--- src/eif_pkg.sv ---
// package for the external request flag and priority block
// assumes a 32-bit avalon-mm slave with word-aligned registers
package eif_pkg;
   // ----------------------------------------
   // register word indices and byte addresses
   // ----------------------------------------
   localparam logic [9:0] PRIO_A_IDX = 10'h0f8;
   localparam logic [9:0] PRIO_B_IDX = 10'h0f9;
   localparam logic [9:0] SENSE_IDX = 10'h0f4;
   localparam logic [9:0] ENABLE_IDX = 10'h0f5;
   localparam logic [9:0] FLAG_IDX = 10'h0f6;
   localparam logic [9:0] IRQ_STATUS_IDX = 10'h100;
   localparam logic [9:0] IRQ_MASK_IDX = 10'h101;
   localparam logic [9:0] PENDING_IDX = 10'h102;
   localparam logic [11:0] PRIO_A_ADDR = {PRIO_A_IDX, 2'b00};
   localparam logic [11:0] PRIO_B_ADDR = {PRIO_B_IDX, 2'b00};
   localparam logic [11:0] SENSE_ADDR = {SENSE_IDX, 2'b00};
   localparam logic [11:0] ENABLE_ADDR = {ENABLE_IDX, 2'b00};
   localparam logic [11:0] FLAG_ADDR = {FLAG_IDX, 2'b00};
   localparam logic [11:0] IRQ_STATUS_ADDR = {IRQ_STATUS_IDX, 2'b00};
   localparam logic [11:0] IRQ_MASK_ADDR = {IRQ_MASK_IDX, 2'b00};
   localparam logic [11:0] PENDING_ADDR = {PENDING_IDX, 2'b00};
   // ----------------------------------------
   // field layout and reset values
   // ----------------------------------------
   localparam logic [7:0] PIN_MASK = 8'h33;
   localparam logic [7:0] PRIO_A_RESET = 8'h00;
   localparam logic [7:0] PRIO_B_RESET = 8'h00;
   localparam logic [7:0] PRIO_B_MASK = 8'hce;
   localparam logic [7:0] REG_RESET = 8'h00;
   localparam int PRIO_A_PIN0 = 7;
   localparam int PRIO_A_PIN1 = 6;
   localparam int PRIO_A_PIN45 = 4;
   localparam int PRIO_A_WDOG = 3;
   localparam int PRIO_B_TMR3 = 7;
   localparam int PRIO_B_SER0 = 3;
   localparam int PRIO_B_ADC = 1;
   localparam int NUM_SRC = 14;
   // source numbering of the request vector
   localparam int SRC_PIN0 = 0;
   localparam int SRC_PIN1 = 1;
   localparam int SRC_PIN4 = 2;
   localparam int SRC_PIN5 = 3;
   localparam int SRC_WDOG = 4;
   localparam int SRC_TMR0 = 5;
   localparam int SRC_SER0 = 10;
   localparam int SRC_ADC = 12;
   localparam logic [3:0] NO_SRC = 4'hf;
   // bus answer states
   typedef enum logic [0:0] {
      EIF_IDLE = 1'b0,
      EIF_DONE = 1'b1
   } eif_bus_type;
endpackage

--- src/eif_pin_sense.sv ---
// one external request pin: synchroniser, sense logic and flag
// assumes the pin is asynchronous to clk_in
`timescale 1ns/1ns
`default_nettype none
module eif_pin_sense (
   input wire logic clk_in,
   input wire logic reset_in,
   input wire logic enable_in,
   input wire logic pin_n_in,
   input wire logic sense_edge_in,
   input wire logic armed_read_in,
   input wire logic write_zero_in,
   input wire logic exc_ack_in,
   output logic flag_out
);
   logic sync1_q;
   logic sync2_q;
   logic prev_q;
   logic set_now;
   logic clr_now;

   // ----------------------------------------
   // synchroniser
   // ----------------------------------------
   always_ff @(posedge clk_in or posedge reset_in) begin
      if (reset_in) begin
         sync1_q <= 1'b1;
         sync2_q <= 1'b1;
         prev_q <= 1'b1;
      end else if (enable_in) begin
         sync1_q <= pin_n_in;
         sync2_q <= sync1_q;
         prev_q <= sync2_q;
      end
   end

   // ----------------------------------------
   // flag
   // ----------------------------------------
   always_comb begin
      // level mode: set while low edge mode: set on fall
      set_now = sense_edge_in ? (prev_q & ~sync2_q) : ~sync2_q;
      // read-one-then-write-zero clear
      clr_now = armed_read_in & write_zero_in;
      // exception handling clear: level mode only when pin high
      if (exc_ack_in && (sense_edge_in || sync2_q)) begin
         clr_now = 1'b1;
      end
   end

   always_ff @(posedge clk_in or posedge reset_in) begin
      if (reset_in) begin
         flag_out <= 1'b0;
      end else if (enable_in) begin
         // a set in the clearing cycle wins
         if (set_now) begin
            flag_out <= 1'b1;
         end else if (clr_now) begin
            flag_out <= 1'b0;
         end
      end
   end
endmodule
`default_nettype wire

--- src/eif_ctrl.sv ---
// external request flags, per-pin sense and enable, source priority
// assumes avalon-mm master on clk_in; pins asynchronous; peripherals on clk_in
//
// Design decision made here: the Avalon-MM register port.
`timescale 1ns/1ns
`default_nettype none
module eif_ctrl
   import eif_pkg::*;
(
   input wire logic clk_in,
   input wire logic reset_in,
   input wire logic enable_in,
   input wire logic [11:0] avs_address_in,
   input wire logic avs_read_in,
   input wire logic avs_write_in,
   input wire logic [31:0] avs_writedata_in,
   input wire logic [3:0] avs_byteenable_in,
   output logic [31:0] avs_readdata_out,
   output logic avs_waitrequest_out,
   input wire logic [3:0] request_pin_n_in,
   input wire logic watchdog_req_in,
   input wire logic [4:0] timer_req_in,
   input wire logic [1:0] serial_req_in,
   input wire logic adc_req_in,
   input wire logic exc_ack_in,
   input wire logic [3:0] exc_src_in,
   output logic cpu_req_out,
   output logic [3:0] cpu_src_out,
   output logic cpu_level_out,
   output logic irq_out
);
   eif_bus_type state_q;
   logic [7:0] prio_a_q;
   logic [7:0] prio_b_q;
   logic [7:0] sense_q;
   logic [7:0] enable_q;
   logic [7:0] armed_q;
   logic [7:0] irq_status_q;
   logic [7:0] irq_mask_q;
   logic [3:0] flag;
   logic [7:0] flag_reg;
   logic [NUM_SRC-1:0] req;
   logic [NUM_SRC-1:0] lvl;
   logic [7:0] events;
   logic [3:0] pick_src;
   logic pick_lvl;
   logic pick_any;
   logic [7:0] rd_mux;
   logic wr_hit;
   logic rd_hit;
   logic wr_lane0;
   logic flag_wr;
   logic flag_rd;
   logic wr_prio_a;
   logic wr_prio_b;
   logic wr_sense;
   logic wr_enable;
   logic wr_mask;

   // ----------------------------------------
   // register bus: one wait cycle, then answer
   // ----------------------------------------
   function automatic logic hit(input logic [11:0] a, input logic [11:0] r);
      hit = (a == r);
   endfunction

   assign wr_hit = avs_write_in && (state_q == EIF_IDLE);
   assign rd_hit = avs_read_in && (state_q == EIF_IDLE);
   assign wr_lane0 = wr_hit && avs_byteenable_in[0];
   assign flag_wr = wr_lane0 && hit(avs_address_in, FLAG_ADDR);
   assign flag_rd = rd_hit && hit(avs_address_in, FLAG_ADDR);

   always_ff @(posedge clk_in or posedge reset_in) begin
      if (reset_in) begin
         state_q <= EIF_IDLE;
      end else if (enable_in) begin
         case (state_q)
            EIF_IDLE: begin
               if (avs_read_in || avs_write_in) begin
                  state_q <= EIF_DONE;
               end
            end
            EIF_DONE: begin
               state_q <= EIF_IDLE;
            end
            default: begin
               state_q <= EIF_IDLE;
            end
         endcase
      end
   end

   always_ff @(posedge clk_in or posedge reset_in) begin
      if (reset_in) begin
         avs_waitrequest_out <= 1'b1;
      end else if (enable_in) begin
         // low for exactly the cycle after the request is taken
         avs_waitrequest_out <= ~(rd_hit || wr_hit);
      end
   end

   // ----------------------------------------
   // writable registers
   // ----------------------------------------
   // one decode, so a single bus write can only ever reach one register
   always_comb begin
      wr_prio_a = 1'b0;
      wr_prio_b = 1'b0;
      wr_sense = 1'b0;
      wr_enable = 1'b0;
      wr_mask = 1'b0;
      if (wr_lane0) begin
         if (hit(avs_address_in, PRIO_A_ADDR)) begin
            wr_prio_a = 1'b1;
         end else if (hit(avs_address_in, PRIO_B_ADDR)) begin
            wr_prio_b = 1'b1;
         end else if (hit(avs_address_in, SENSE_ADDR)) begin
            wr_sense = 1'b1;
         end else if (hit(avs_address_in, ENABLE_ADDR)) begin
            wr_enable = 1'b1;
         end else if (hit(avs_address_in, IRQ_MASK_ADDR)) begin
            wr_mask = 1'b1;
         end
      end
   end

   // all eight bits stored, bit 5 included
   always_ff @(posedge clk_in or posedge reset_in) begin
      if (reset_in) begin
         prio_a_q <= PRIO_A_RESET;
      end else if (enable_in && wr_prio_a) begin
         prio_a_q <= avs_writedata_in[7:0];
      end
   end

   // unused bits 5, 4, 0 read as zero
   always_ff @(posedge clk_in or posedge reset_in) begin
      if (reset_in) begin
         prio_b_q <= PRIO_B_RESET;
      end else if (enable_in && wr_prio_b) begin
         prio_b_q <= avs_writedata_in[7:0] & PRIO_B_MASK;
      end
   end

   // sense select, one bit per pin
   always_ff @(posedge clk_in or posedge reset_in) begin
      if (reset_in) begin
         sense_q <= REG_RESET;
      end else if (enable_in && wr_sense) begin
         sense_q <= avs_writedata_in[7:0];
      end
   end

   // enables start closed, so no pin reaches the cpu until software opens it
   always_ff @(posedge clk_in or posedge reset_in) begin
      if (reset_in) begin
         enable_q <= REG_RESET;
      end else if (enable_in && wr_enable) begin
         enable_q <= avs_writedata_in[7:0];
      end
   end

   always_ff @(posedge clk_in or posedge reset_in) begin
      if (reset_in) begin
         irq_mask_q <= REG_RESET;
      end else if (enable_in && wr_mask) begin
         irq_mask_q <= avs_writedata_in[7:0];
      end
   end

   // ----------------------------------------
   // pin flags
   // ----------------------------------------
   // a flag bit is armed by a read that saw it at one; any write to the flag register with byte lane 0 enabled disarms
   always_ff @(posedge clk_in or posedge reset_in) begin
      if (reset_in) begin
         armed_q <= REG_RESET;
      end else if (enable_in) begin
         if (flag_rd) begin
            armed_q <= flag_reg;
         end else if (flag_wr) begin
            armed_q <= REG_RESET;
         end
      end
   end

   genvar gi;
   generate
      for (gi = 0; gi < 4; gi++) begin : g_pin
         localparam int BIT = (gi < 2) ? gi : gi + 2;
         eif_pin_sense u_pin (
            .clk_in(clk_in),
            .reset_in(reset_in),
            .enable_in(enable_in),
            .pin_n_in(request_pin_n_in[gi]),
            .sense_edge_in(sense_q[BIT]),
            .armed_read_in(armed_q[BIT]),
            // only a written zero clears; a one is ignored
            .write_zero_in(flag_wr && !avs_writedata_in[BIT]),
            .exc_ack_in(exc_ack_in && (exc_src_in == 4'(gi))),
            .flag_out(flag[gi])
         );
      end
   endgenerate

   assign flag_reg = {2'b00, flag[3], flag[2], 2'b00, flag[1], flag[0]};

   // ----------------------------------------
   // source requests and levels
   // ----------------------------------------
   always_comb begin
      // pin requests need flag and enable
      req = '0;
      req[SRC_PIN0] = flag[0] & enable_q[0];
      req[SRC_PIN1] = flag[1] & enable_q[1];
      req[SRC_PIN4] = flag[2] & enable_q[4];
      req[SRC_PIN5] = flag[3] & enable_q[5];
      req[SRC_WDOG] = watchdog_req_in;
      req[SRC_TMR0 +: 5] = timer_req_in;
      req[SRC_SER0 +: 2] = serial_req_in;
      req[SRC_ADC] = adc_req_in;
      // source to priority bit mapping
      lvl = '0;
      lvl[SRC_PIN0] = prio_a_q[PRIO_A_PIN0];
      lvl[SRC_PIN1] = prio_a_q[PRIO_A_PIN1];
      lvl[SRC_PIN4] = prio_a_q[PRIO_A_PIN45];
      lvl[SRC_PIN5] = prio_a_q[PRIO_A_PIN45];
      lvl[SRC_WDOG] = prio_a_q[PRIO_A_WDOG];
      lvl[SRC_TMR0] = prio_a_q[2];
      lvl[SRC_TMR0+1] = prio_a_q[1];
      lvl[SRC_TMR0+2] = prio_a_q[0];
      lvl[SRC_TMR0+3] = prio_b_q[PRIO_B_TMR3];
      lvl[SRC_TMR0+4] = prio_b_q[PRIO_B_TMR3-1];
      lvl[SRC_SER0] = prio_b_q[PRIO_B_SER0];
      lvl[SRC_SER0+1] = prio_b_q[PRIO_B_SER0-1];
      lvl[SRC_ADC] = prio_b_q[PRIO_B_ADC];
   end

   // level 1 first, then lowest source number
   always_comb begin
      pick_src = NO_SRC;
      pick_lvl = 1'b0;
      pick_any = 1'b0;
      for (int i = NUM_SRC - 1; i >= 0; i--) begin
         if (req[i] && !lvl[i] && !pick_any) begin
            pick_src = 4'(i);
         end
      end
      for (int i = NUM_SRC - 1; i >= 0; i--) begin
         if (req[i] && lvl[i]) begin
            pick_src = 4'(i);
            pick_lvl = 1'b1;
         end
      end
      pick_any = |req;
   end

   always_ff @(posedge clk_in or posedge reset_in) begin
      if (reset_in) begin
         cpu_req_out <= 1'b0;
         cpu_src_out <= NO_SRC;
         cpu_level_out <= 1'b0;
      end else if (enable_in) begin
         cpu_req_out <= pick_any;
         cpu_src_out <= pick_any ? pick_src : NO_SRC;
         cpu_level_out <= pick_lvl;
      end
   end

   // ----------------------------------------
   // status, mask and interrupt line
   // ----------------------------------------
   // a pin flag rising counts as an event; a read clears, an event wins
   logic [3:0] flag_prev_q;
   always_ff @(posedge clk_in or posedge reset_in) begin
      if (reset_in) begin
         flag_prev_q <= 4'h0;
      end else if (enable_in) begin
         flag_prev_q <= flag;
      end
   end
   assign events = {4'h0, flag & ~flag_prev_q};

   always_ff @(posedge clk_in or posedge reset_in) begin
      if (reset_in) begin
         irq_status_q <= REG_RESET;
      end else if (enable_in) begin
         if (rd_hit && hit(avs_address_in, IRQ_STATUS_ADDR)) begin
            irq_status_q <= events;
         end else begin
            irq_status_q <= irq_status_q | events;
         end
      end
   end

   always_ff @(posedge clk_in or posedge reset_in) begin
      if (reset_in) begin
         irq_out <= 1'b0;
      end else if (enable_in) begin
         irq_out <= |((irq_status_q | events) & irq_mask_q);
      end
   end

   // ----------------------------------------
   // read data
   // ----------------------------------------
   always_comb begin
      if (hit(avs_address_in, PRIO_A_ADDR)) begin
         rd_mux = prio_a_q;
      end else if (hit(avs_address_in, PRIO_B_ADDR)) begin
         rd_mux = prio_b_q;
      end else if (hit(avs_address_in, SENSE_ADDR)) begin
         rd_mux = sense_q;
      end else if (hit(avs_address_in, ENABLE_ADDR)) begin
         rd_mux = enable_q;
      end else if (hit(avs_address_in, FLAG_ADDR)) begin
         rd_mux = flag_reg;
      end else if (hit(avs_address_in, IRQ_STATUS_ADDR)) begin
         rd_mux = irq_status_q;
      end else if (hit(avs_address_in, IRQ_MASK_ADDR)) begin
         rd_mux = irq_mask_q;
      end else if (hit(avs_address_in, PENDING_ADDR)) begin
         rd_mux = {3'b000, pick_lvl, pick_src};
      end else begin
         // unmapped reads answer zero
         rd_mux = 8'h00;
      end
   end

   always_ff @(posedge clk_in or posedge reset_in) begin
      if (reset_in) begin
         avs_readdata_out <= 32'h00000000;
      end else if (enable_in && rd_hit) begin
         avs_readdata_out <= {24'h000000, rd_mux};
      end
   end
endmodule
`default_nettype wire

--- config.mk ---
export PLATFORM = sky130hd
export DESIGN_NAME = eif_ctrl
export DESIGN_NICKNAME = d
export VERILOG_FILES = /design/src/eif_pkg.sv /design/src/eif_pin_sense.sv /design/src/eif_ctrl.sv
export SDC_FILE = /design/constraint.sdc
export NUM_CORES = 1
export LEC_CHECK = 0
export BUFFER_PORTS_ARGS = -buffer_cell sky130_fd_sc_hd__buf_4
export CORE_UTILIZATION = 40
export CTS_CLUSTER_SIZE = 16
export DETAILED_ROUTE_END_ITERATION = 8
export PLACE_DENSITY = 0.6
export SYNTH_ARGS = -nofsm -noshare
export SYNTH_HDL_FRONTEND = slang
export SYNTH_SLANG_ARGS = --single-unit
--- constraint.sdc ---
create_clock -name clk_in -period 2.9 [get_ports clk_in]
set_clock_uncertainty 0.1 [all_clocks]
set_input_delay 0.435 -clock clk_in [delete_from_list [all_inputs] [get_ports clk_in]]
set_output_delay 0.435 -clock clk_in [all_outputs]
set_load 0.01 [all_outputs]
Word-level counts from Yosys, hierarchy flattened
Index checks and enable logic that the tools add are counted.

cells by class
  bitwise operators = 22
  equal/unequal tests = 11
  mux-type cells = 89
  reduce and logical (&&, ||, !) cells = 85

operators with widths
  operator                                                count
  2-to-1 mux 4 bit                                        26
  2-to-1 mux 8 bit                                        8
  equality test 12 x 10 -> 1 bit (second input constant)  5
  logical AND 1 bit                                       50
  2-to-1 mux 1 bit                                        50
  equality test 12 x 11 -> 1 bit (second input constant)  3
  logical NOT 1 bit                                       16
  OR reduction 13 bit                                     1
  AND 1 bit                                               12
  2-to-1 mux 6 bit                                        2
  AND reduction 2 bit                                     5
  nonzero test 2 bit                                      5
  AND 8 bit                                               1
  equality test 4 x 2 -> 1 bit (second input constant)    2
  OR 8 x 4 -> 8 bit                                       1
  OR reduction 8 bit                                      1
  logical OR 1 bit                                        6
  inverter 1 bit                                          6
  2-to-1 mux 5 bit                                        1
  AND 4 bit                                               1
  equality test 4 x 1 -> 1 bit (second input constant)    1
  logical NOT 4 bit                                       1
  inverter 4 bit                                          1
  2-to-1 mux 2 bit                                        1
  case mux 1 bit (2 select lines)                         1

word-level totals
  bits in registers = 88
  input bits = 71

Logic depth before layout (Yosys ltp)
  depth in word-level cells = 36
  depth in mapped cells = 7
  mapped depth without buffers = 6

Cells and area by module
A second synthesis with hierarchy kept.

unflattened totals
  cells, all modules = 441
  area, all modules = 4559.4 um^2

by module, submodules not included
  module         times used  area an instance (um^2)  cells an instance
  eif_ctrl       1           3878.7                   389
  eif_pin_sense  4           170.2                    13

Worst setup path before layout
OpenSTA, ideal clock, no wires.

  path kind = input -> register
  start = input avs_address_in[2]
  end = register g_pin[0].u_pin.flag_out
  library setup time = 0.122 ns
  arrival = 2.128 ns
  stages on the path = 7
  buffers on the path = 1
  setup slack = 0.550 ns
  cell sequence = buf_6 or4b_4 nor4_4 nand4_2 nor3b_1 o21ai_1 a32o_1

between the ends
  longest elaborated chain between the ends = 7

RTL lines
  element                               line                 RTL
  from (decl)                           eif_ctrl.sv:13       input wire logic [11:0] avs_address_in,
  equality test 12 x 10 -> 1 bit        eif_ctrl.sv:64       hit = (a == r);
  logical AND 1 bit                     eif_ctrl.sv:70       assign flag_wr = wr_lane0 && hit(avs_address_in, FLAG_ADDR);
  logical AND 1 bit                     eif_ctrl.sv:199      .write_zero_in(flag_wr && !avs_writedata_in[BIT]),
  AND 1 bit                             eif_pin_sense.sv:44  clr_now = armed_read_in & write_zero_in;
  2-to-1 mux 1 bit                      eif_pin_sense.sv:46  if (exc_ack_in && (sense_edge_in || sync2_q)) begin
  nonzero test 2 bit (no source line)   n/a
  AND reduction 2 bit (no source line)  n/a
  to (signal assigned)                  eif_pin_sense.sv:53  flag_out <= 1'b0;
  to (signal assigned)                  eif_pin_sense.sv:57  flag_out <= 1'b1;
  to (signal assigned)                  eif_pin_sense.sv:59  flag_out <= 1'b0;
  to (decl)                             eif_pin_sense.sv:14  output logic flag_out

No other way between the ends.
A chain may end at the register's enable or synchronous reset.

Worst setup path in the final report
  start = register prio_b_q[7]
  end = register avs_readdata_out[2]

between the ends
  longest elaborated chain between the ends = 32
  elaborated cells between the ends (all ways) = 33
  classes of those cells = mux (30); reduce/logical (3)

RTL lines
  element                             line             RTL
  from (decl)                         eif_ctrl.sv:34   logic [7:0] prio_b_q;
  from (signal assigned)              eif_ctrl.sv:141  prio_b_q <= avs_writedata_in[7:0] & PRIO_B_MASK;
  logical NOT 1 bit                   eif_ctrl.sv:245  if (req[i] && !lvl[i] && !pick_any) begin
  logical AND 1 bit                   eif_ctrl.sv:245
  2-to-1 mux 4 bit (9 in series)      eif_ctrl.sv:245
  2-to-1 mux 4 bit (4 in series)      eif_ctrl.sv:250  if (req[i] && lvl[i]) begin
  2-to-1 mux 4 bit (*) (9 in series)  eif_ctrl.sv:250
  2-to-1 mux 5 bit (*)                eif_ctrl.sv:322  end else if (hit(avs_address_in, PENDING_ADDR)) begin
  2-to-1 mux 8 bit (*)                eif_ctrl.sv:320  end else if (hit(avs_address_in, IRQ_MASK_ADDR)) begin
  2-to-1 mux 8 bit (*)                eif_ctrl.sv:318  end else if (hit(avs_address_in, IRQ_STATUS_ADDR)) begin
  2-to-1 mux 8 bit (*)                eif_ctrl.sv:316  end else if (hit(avs_address_in, FLAG_ADDR)) begin
  2-to-1 mux 8 bit (*)                eif_ctrl.sv:314  end else if (hit(avs_address_in, ENABLE_ADDR)) begin
  2-to-1 mux 8 bit (*)                eif_ctrl.sv:312  end else if (hit(avs_address_in, SENSE_ADDR)) begin
  2-to-1 mux 8 bit (*)                eif_ctrl.sv:310  end else if (hit(avs_address_in, PRIO_B_ADDR)) begin
  2-to-1 mux 8 bit (*)                eif_ctrl.sv:308  if (hit(avs_address_in, PRIO_A_ADDR)) begin
  to (signal assigned)                eif_ctrl.sv:334  avs_readdata_out <= {24'h000000, rd_mux};
  to (decl)                           eif_ctrl.sv:18   output logic [31:0] avs_readdata_out,

Every way passes the cells marked *; elsewhere a longest branch is shown, timed or not.

==> metrics.md <==
| Metric | Value |
|---|---|
| Placed insts | `664` |
| Asr flop ratio synth | `1.00` |
| Nets@finish | `606` |
| Post-CTS sizing | `0` |
| Via count | `3,852` |
| Register area | `0.00207 mm2` |
| Crit-path max FO | `6` |
| Largest net degree at the start of global routing | `83` |
| Worst-path clk slew | `0.06 ns` |
| Cell area after synthesis | `0.00455 mm2` |
| RSZ-0062 raised after global routing | `false` |
| Antenna-violating nets left | `0` |
| CTS Hold Bufs | `0` |
| Fmax | `428 MHz` |
| Post-synthesis sequential area ratio | `0.456` |
| Clk sinks | `82` |
| Final instance area | `0.00552 mm2` |
| Buf/Inv on CP | `0` |
| Final setup viols | `0` |
| Initial antenna violation count | `0` |
| Most frequently used flop master after synthesis | `dfrtp_1` |
| GPL Wtd Cong | `0.907` |
| Critical path required time | `3.06 ns` |
| First-pass GRT wire length | `20,400 um` |
| Total negative slack | `0 ns` |
| Via-to-Cell Ratio | `5.66` |
| CORE AREA | `0.0109 mm2` |
| DRT Wirelength | `12,800 um` |
| Wirelength per Cell | `18.8 um` |
| Starting DRC count in detailed routing | `163` |
| Multi-input logic area | `0.00224 mm2` |
| Post-synth EDFFs | `0` |
| CTS Buf Count | `9` |
| Clock Tree Buf Depth | `2` |
| Critical-path top delay cell | `or4b_1` |
| DRC | `0` |
| Final Cycle Share | `0.806` |
| Die area | `0.0118 mm2` |
| Hold Violations, Final | `0` |
| Max incr delay on CP | `0.56 ns` |
| Commonest cells after routing, fill and taps aside | `buf_4 (78), dfrtp_1 (65), nand2_1 (43)` |
| Crit path cell chain | `nor2b_1, or4b_1, a311o_1, a31oi_1, nand3_1, a21oi_1` |
| PD cells | `533 mW/mm2` |
| Final Non-Filler Cells | `680` |
| Max capacitance violation total | `0` |
| Fillers | `1,040` |
| Unique masters post-synth | `61` |
| Synth-to-Final Area Change | `21.4%` |
| Crit-path leading delay family | `compound AO/OA/AOI/OAI gates` |
| Syn. warnings | `0` |
| Minimum clock period | `2.34 ns` |
| Skew-Pair Late Insertion Delay | `0.35 ns` |
| Vias in the first global route | `3,834` |
| Worst Path Arrival | `2.50 ns` |
| # rows | `38` |
| Worst vdd ir | `410 uV` |
| Cell count after synthesis | `461` |
| CTS tree | `built` |
| Max transition margin | `0.620` |
| Postcts setup bufs | `0` |
| Layout cell share with drive strength beyond 1 | `0.302` |
| Worst-Margin Slew | `0.570 ns` |
| Root buf cell | `clkbuf_16` |
| Die height | `109 um` |
| N_diodes | `0` |
| Initial core utilization | `0.416` |
| Status | `finished, final reports clean` |
| Crit path kind | `flop to flop` |
| Gr usage total | `0.234` |
| CTS H-Tree Depth | `3` |
| Yosys reg bits | `82` |
| Leakage | `2.48 nW` |
| Max-slew violation count | `0` |
| Worst hold path type | `input port to asynchronous set/reset pin` |
| Post-DP HPWL | `9540 um` |
| Crit path launch type | `flop` |
| Drt pass-1 iters | `5` |
| # port buffers | `59` |
| Placed instance area | `0.00517 mm2` |
| Most common cell after layout, fill and taps aside | `buf_4` |
| Ports | `111` |
| Die W | `109 um` |
| Setup crit end kind | `flop` |
| Remaining Overflow, GRT | `0` |
| Post-Synthesis Mean Instance Area | `9.87 um2` |
-- flip-flops by register name, indices dropped and copies added, names as in the netlist, 4 cells and up --
register              cells
armed_q                   4
prio_b_q                  5
sense_q                   8
g_pin.u_pin.flag_out      4
g_pin.u_pin.prev_q        4
enable_q                  8
irq_status_q              4
g_pin.u_pin.sync2_q       4
flag_prev_q               4
irq_mask_q                8
avs_readdata_out          8
cpu_src_out               4
prio_a_q                  8
g_pin.u_pin.sync1_q       4
-- area by class of cell --
class | count | area share
multi-input cells | 345 | 0.406
flip-flops and latches | 82 | 0.375
repair buffers | 79 | 0.110
clock buffers | 12 | 0.0465
well taps | 140 | 0.0317
clock inverters | 4 | 0.0179
inverters | 18 | 0.0125
-- synth_stat cells, types with 3 or more instances --
cell,instances,share of area
nand2_1,43,0.035
a221oi_1,3,0.0058
dfrtp_1,65,0.36
buf_4,25,0.041
nor2b_1,13,0.018
and2_1,4,0.0055
a21oi_1,28,0.031
mux2_2,42,0.10
and3_1,5,0.0069
o22a_1,4,0.0077
o22ai_1,7,0.0096
o31ai_1,4,0.0066
o21ai_0,42,0.046
dfstp_2,17,0.098
clkbuf_1,10,0.0083
a32oi_1,3,0.0058
o221ai_1,3,0.0058
nor3b_1,5,0.0083
a22o_1,3,0.0058
inv_1,18,0.015
nor3_1,4,0.0044
nor2_1,27,0.022
mux2i_1,6,0.013
nand2b_1,11,0.015
nor4_1,5,0.0069
nand3_1,7,0.0077
a32o_1,5,0.011
a211oi_1,6,0.0099
a22oi_1,6,0.0099
-- kinds of logic after synthesis --
kind of cell	share of synthesized area
DFF	0.456
muxes	0.117
AOI/OAI and AO/OA	0.191
buffers and inverters	0.0699
other	0.000825
and+or+nand+nor	0.165
-- worst paths after layout --
kind	startpoint	to	slack, ns	cells past startpoint
min in group clk_in	request_pin_n_in[2]	g_pin[2].u_pin.sync1_q$_DFFE_PP1P_	0.22	2
worst max register to register	prio_b_q[7]$_DFFE_PP0P_	avs_readdata_out[2]$_DFFE_PP0P_	0.56	6
worst max-delay path	prio_b_q[7]$_DFFE_PP0P_	avs_readdata_out[2]$_DFFE_PP0P_	0.56	6
worst min register to register	flag_prev_q[1]$_DFFE_PP0P_	irq_status_q[1]$_DFFE_PP0P_	0.38	1
max in group asynchronous	reset_in	g_pin[2].u_pin.prev_q$_DFFE_PP1P_	2.26	3
worst min-delay path	reset_in	irq_out$_DFFE_PP0P_	0.08	3
-- power by group --
part	total (mW)	switching [mW]	internal (mW)
combinational	0.331	0.186	0.145
clock	1.35	0.459	0.890
sequential	1.26	0.0423	1.22
total	2.94	0.687	2.25
-- per-layer routing --
metal / wire, um / global-route usage / vias up
met5: 0 / 0 / -
met4: 218 / 0.0782 / 0
met3: 614 / 0.0353 / 19
met2: 6070 / 0.386 / 122
met1: 5860 / 0.316 / 1901
li1: - / - / 1810
-- worst register-to-register path, stage by stage (launching register included) --
cell and delay [ns]:
dfrtp_1 0.50, nor2b_1 0.10, or4b_1 0.56, a311o_1 0.37
a31oi_1 0.30, nand3_1 0.16, a21oi_1 0.16
-- stage by stage --
stage / hold WS [ns] / setup WS [ns] / util / power, mW
CTS: 0.105 / 0.610 / 0.505 / 2.96
global placement: 0.350 / 0.354 / 0.472 / 1.61
finish: 0.0792 / 0.563 / 0.505 / 2.94
global route: 0.115 / 0.553 / 0.505 / 3.04
detailed placement: 0.366 / 0.314 / 0.472 / 1.61
floorplan: 0.335 / 0.285 / - / 1.47
(Power assumes the default switching activity.)
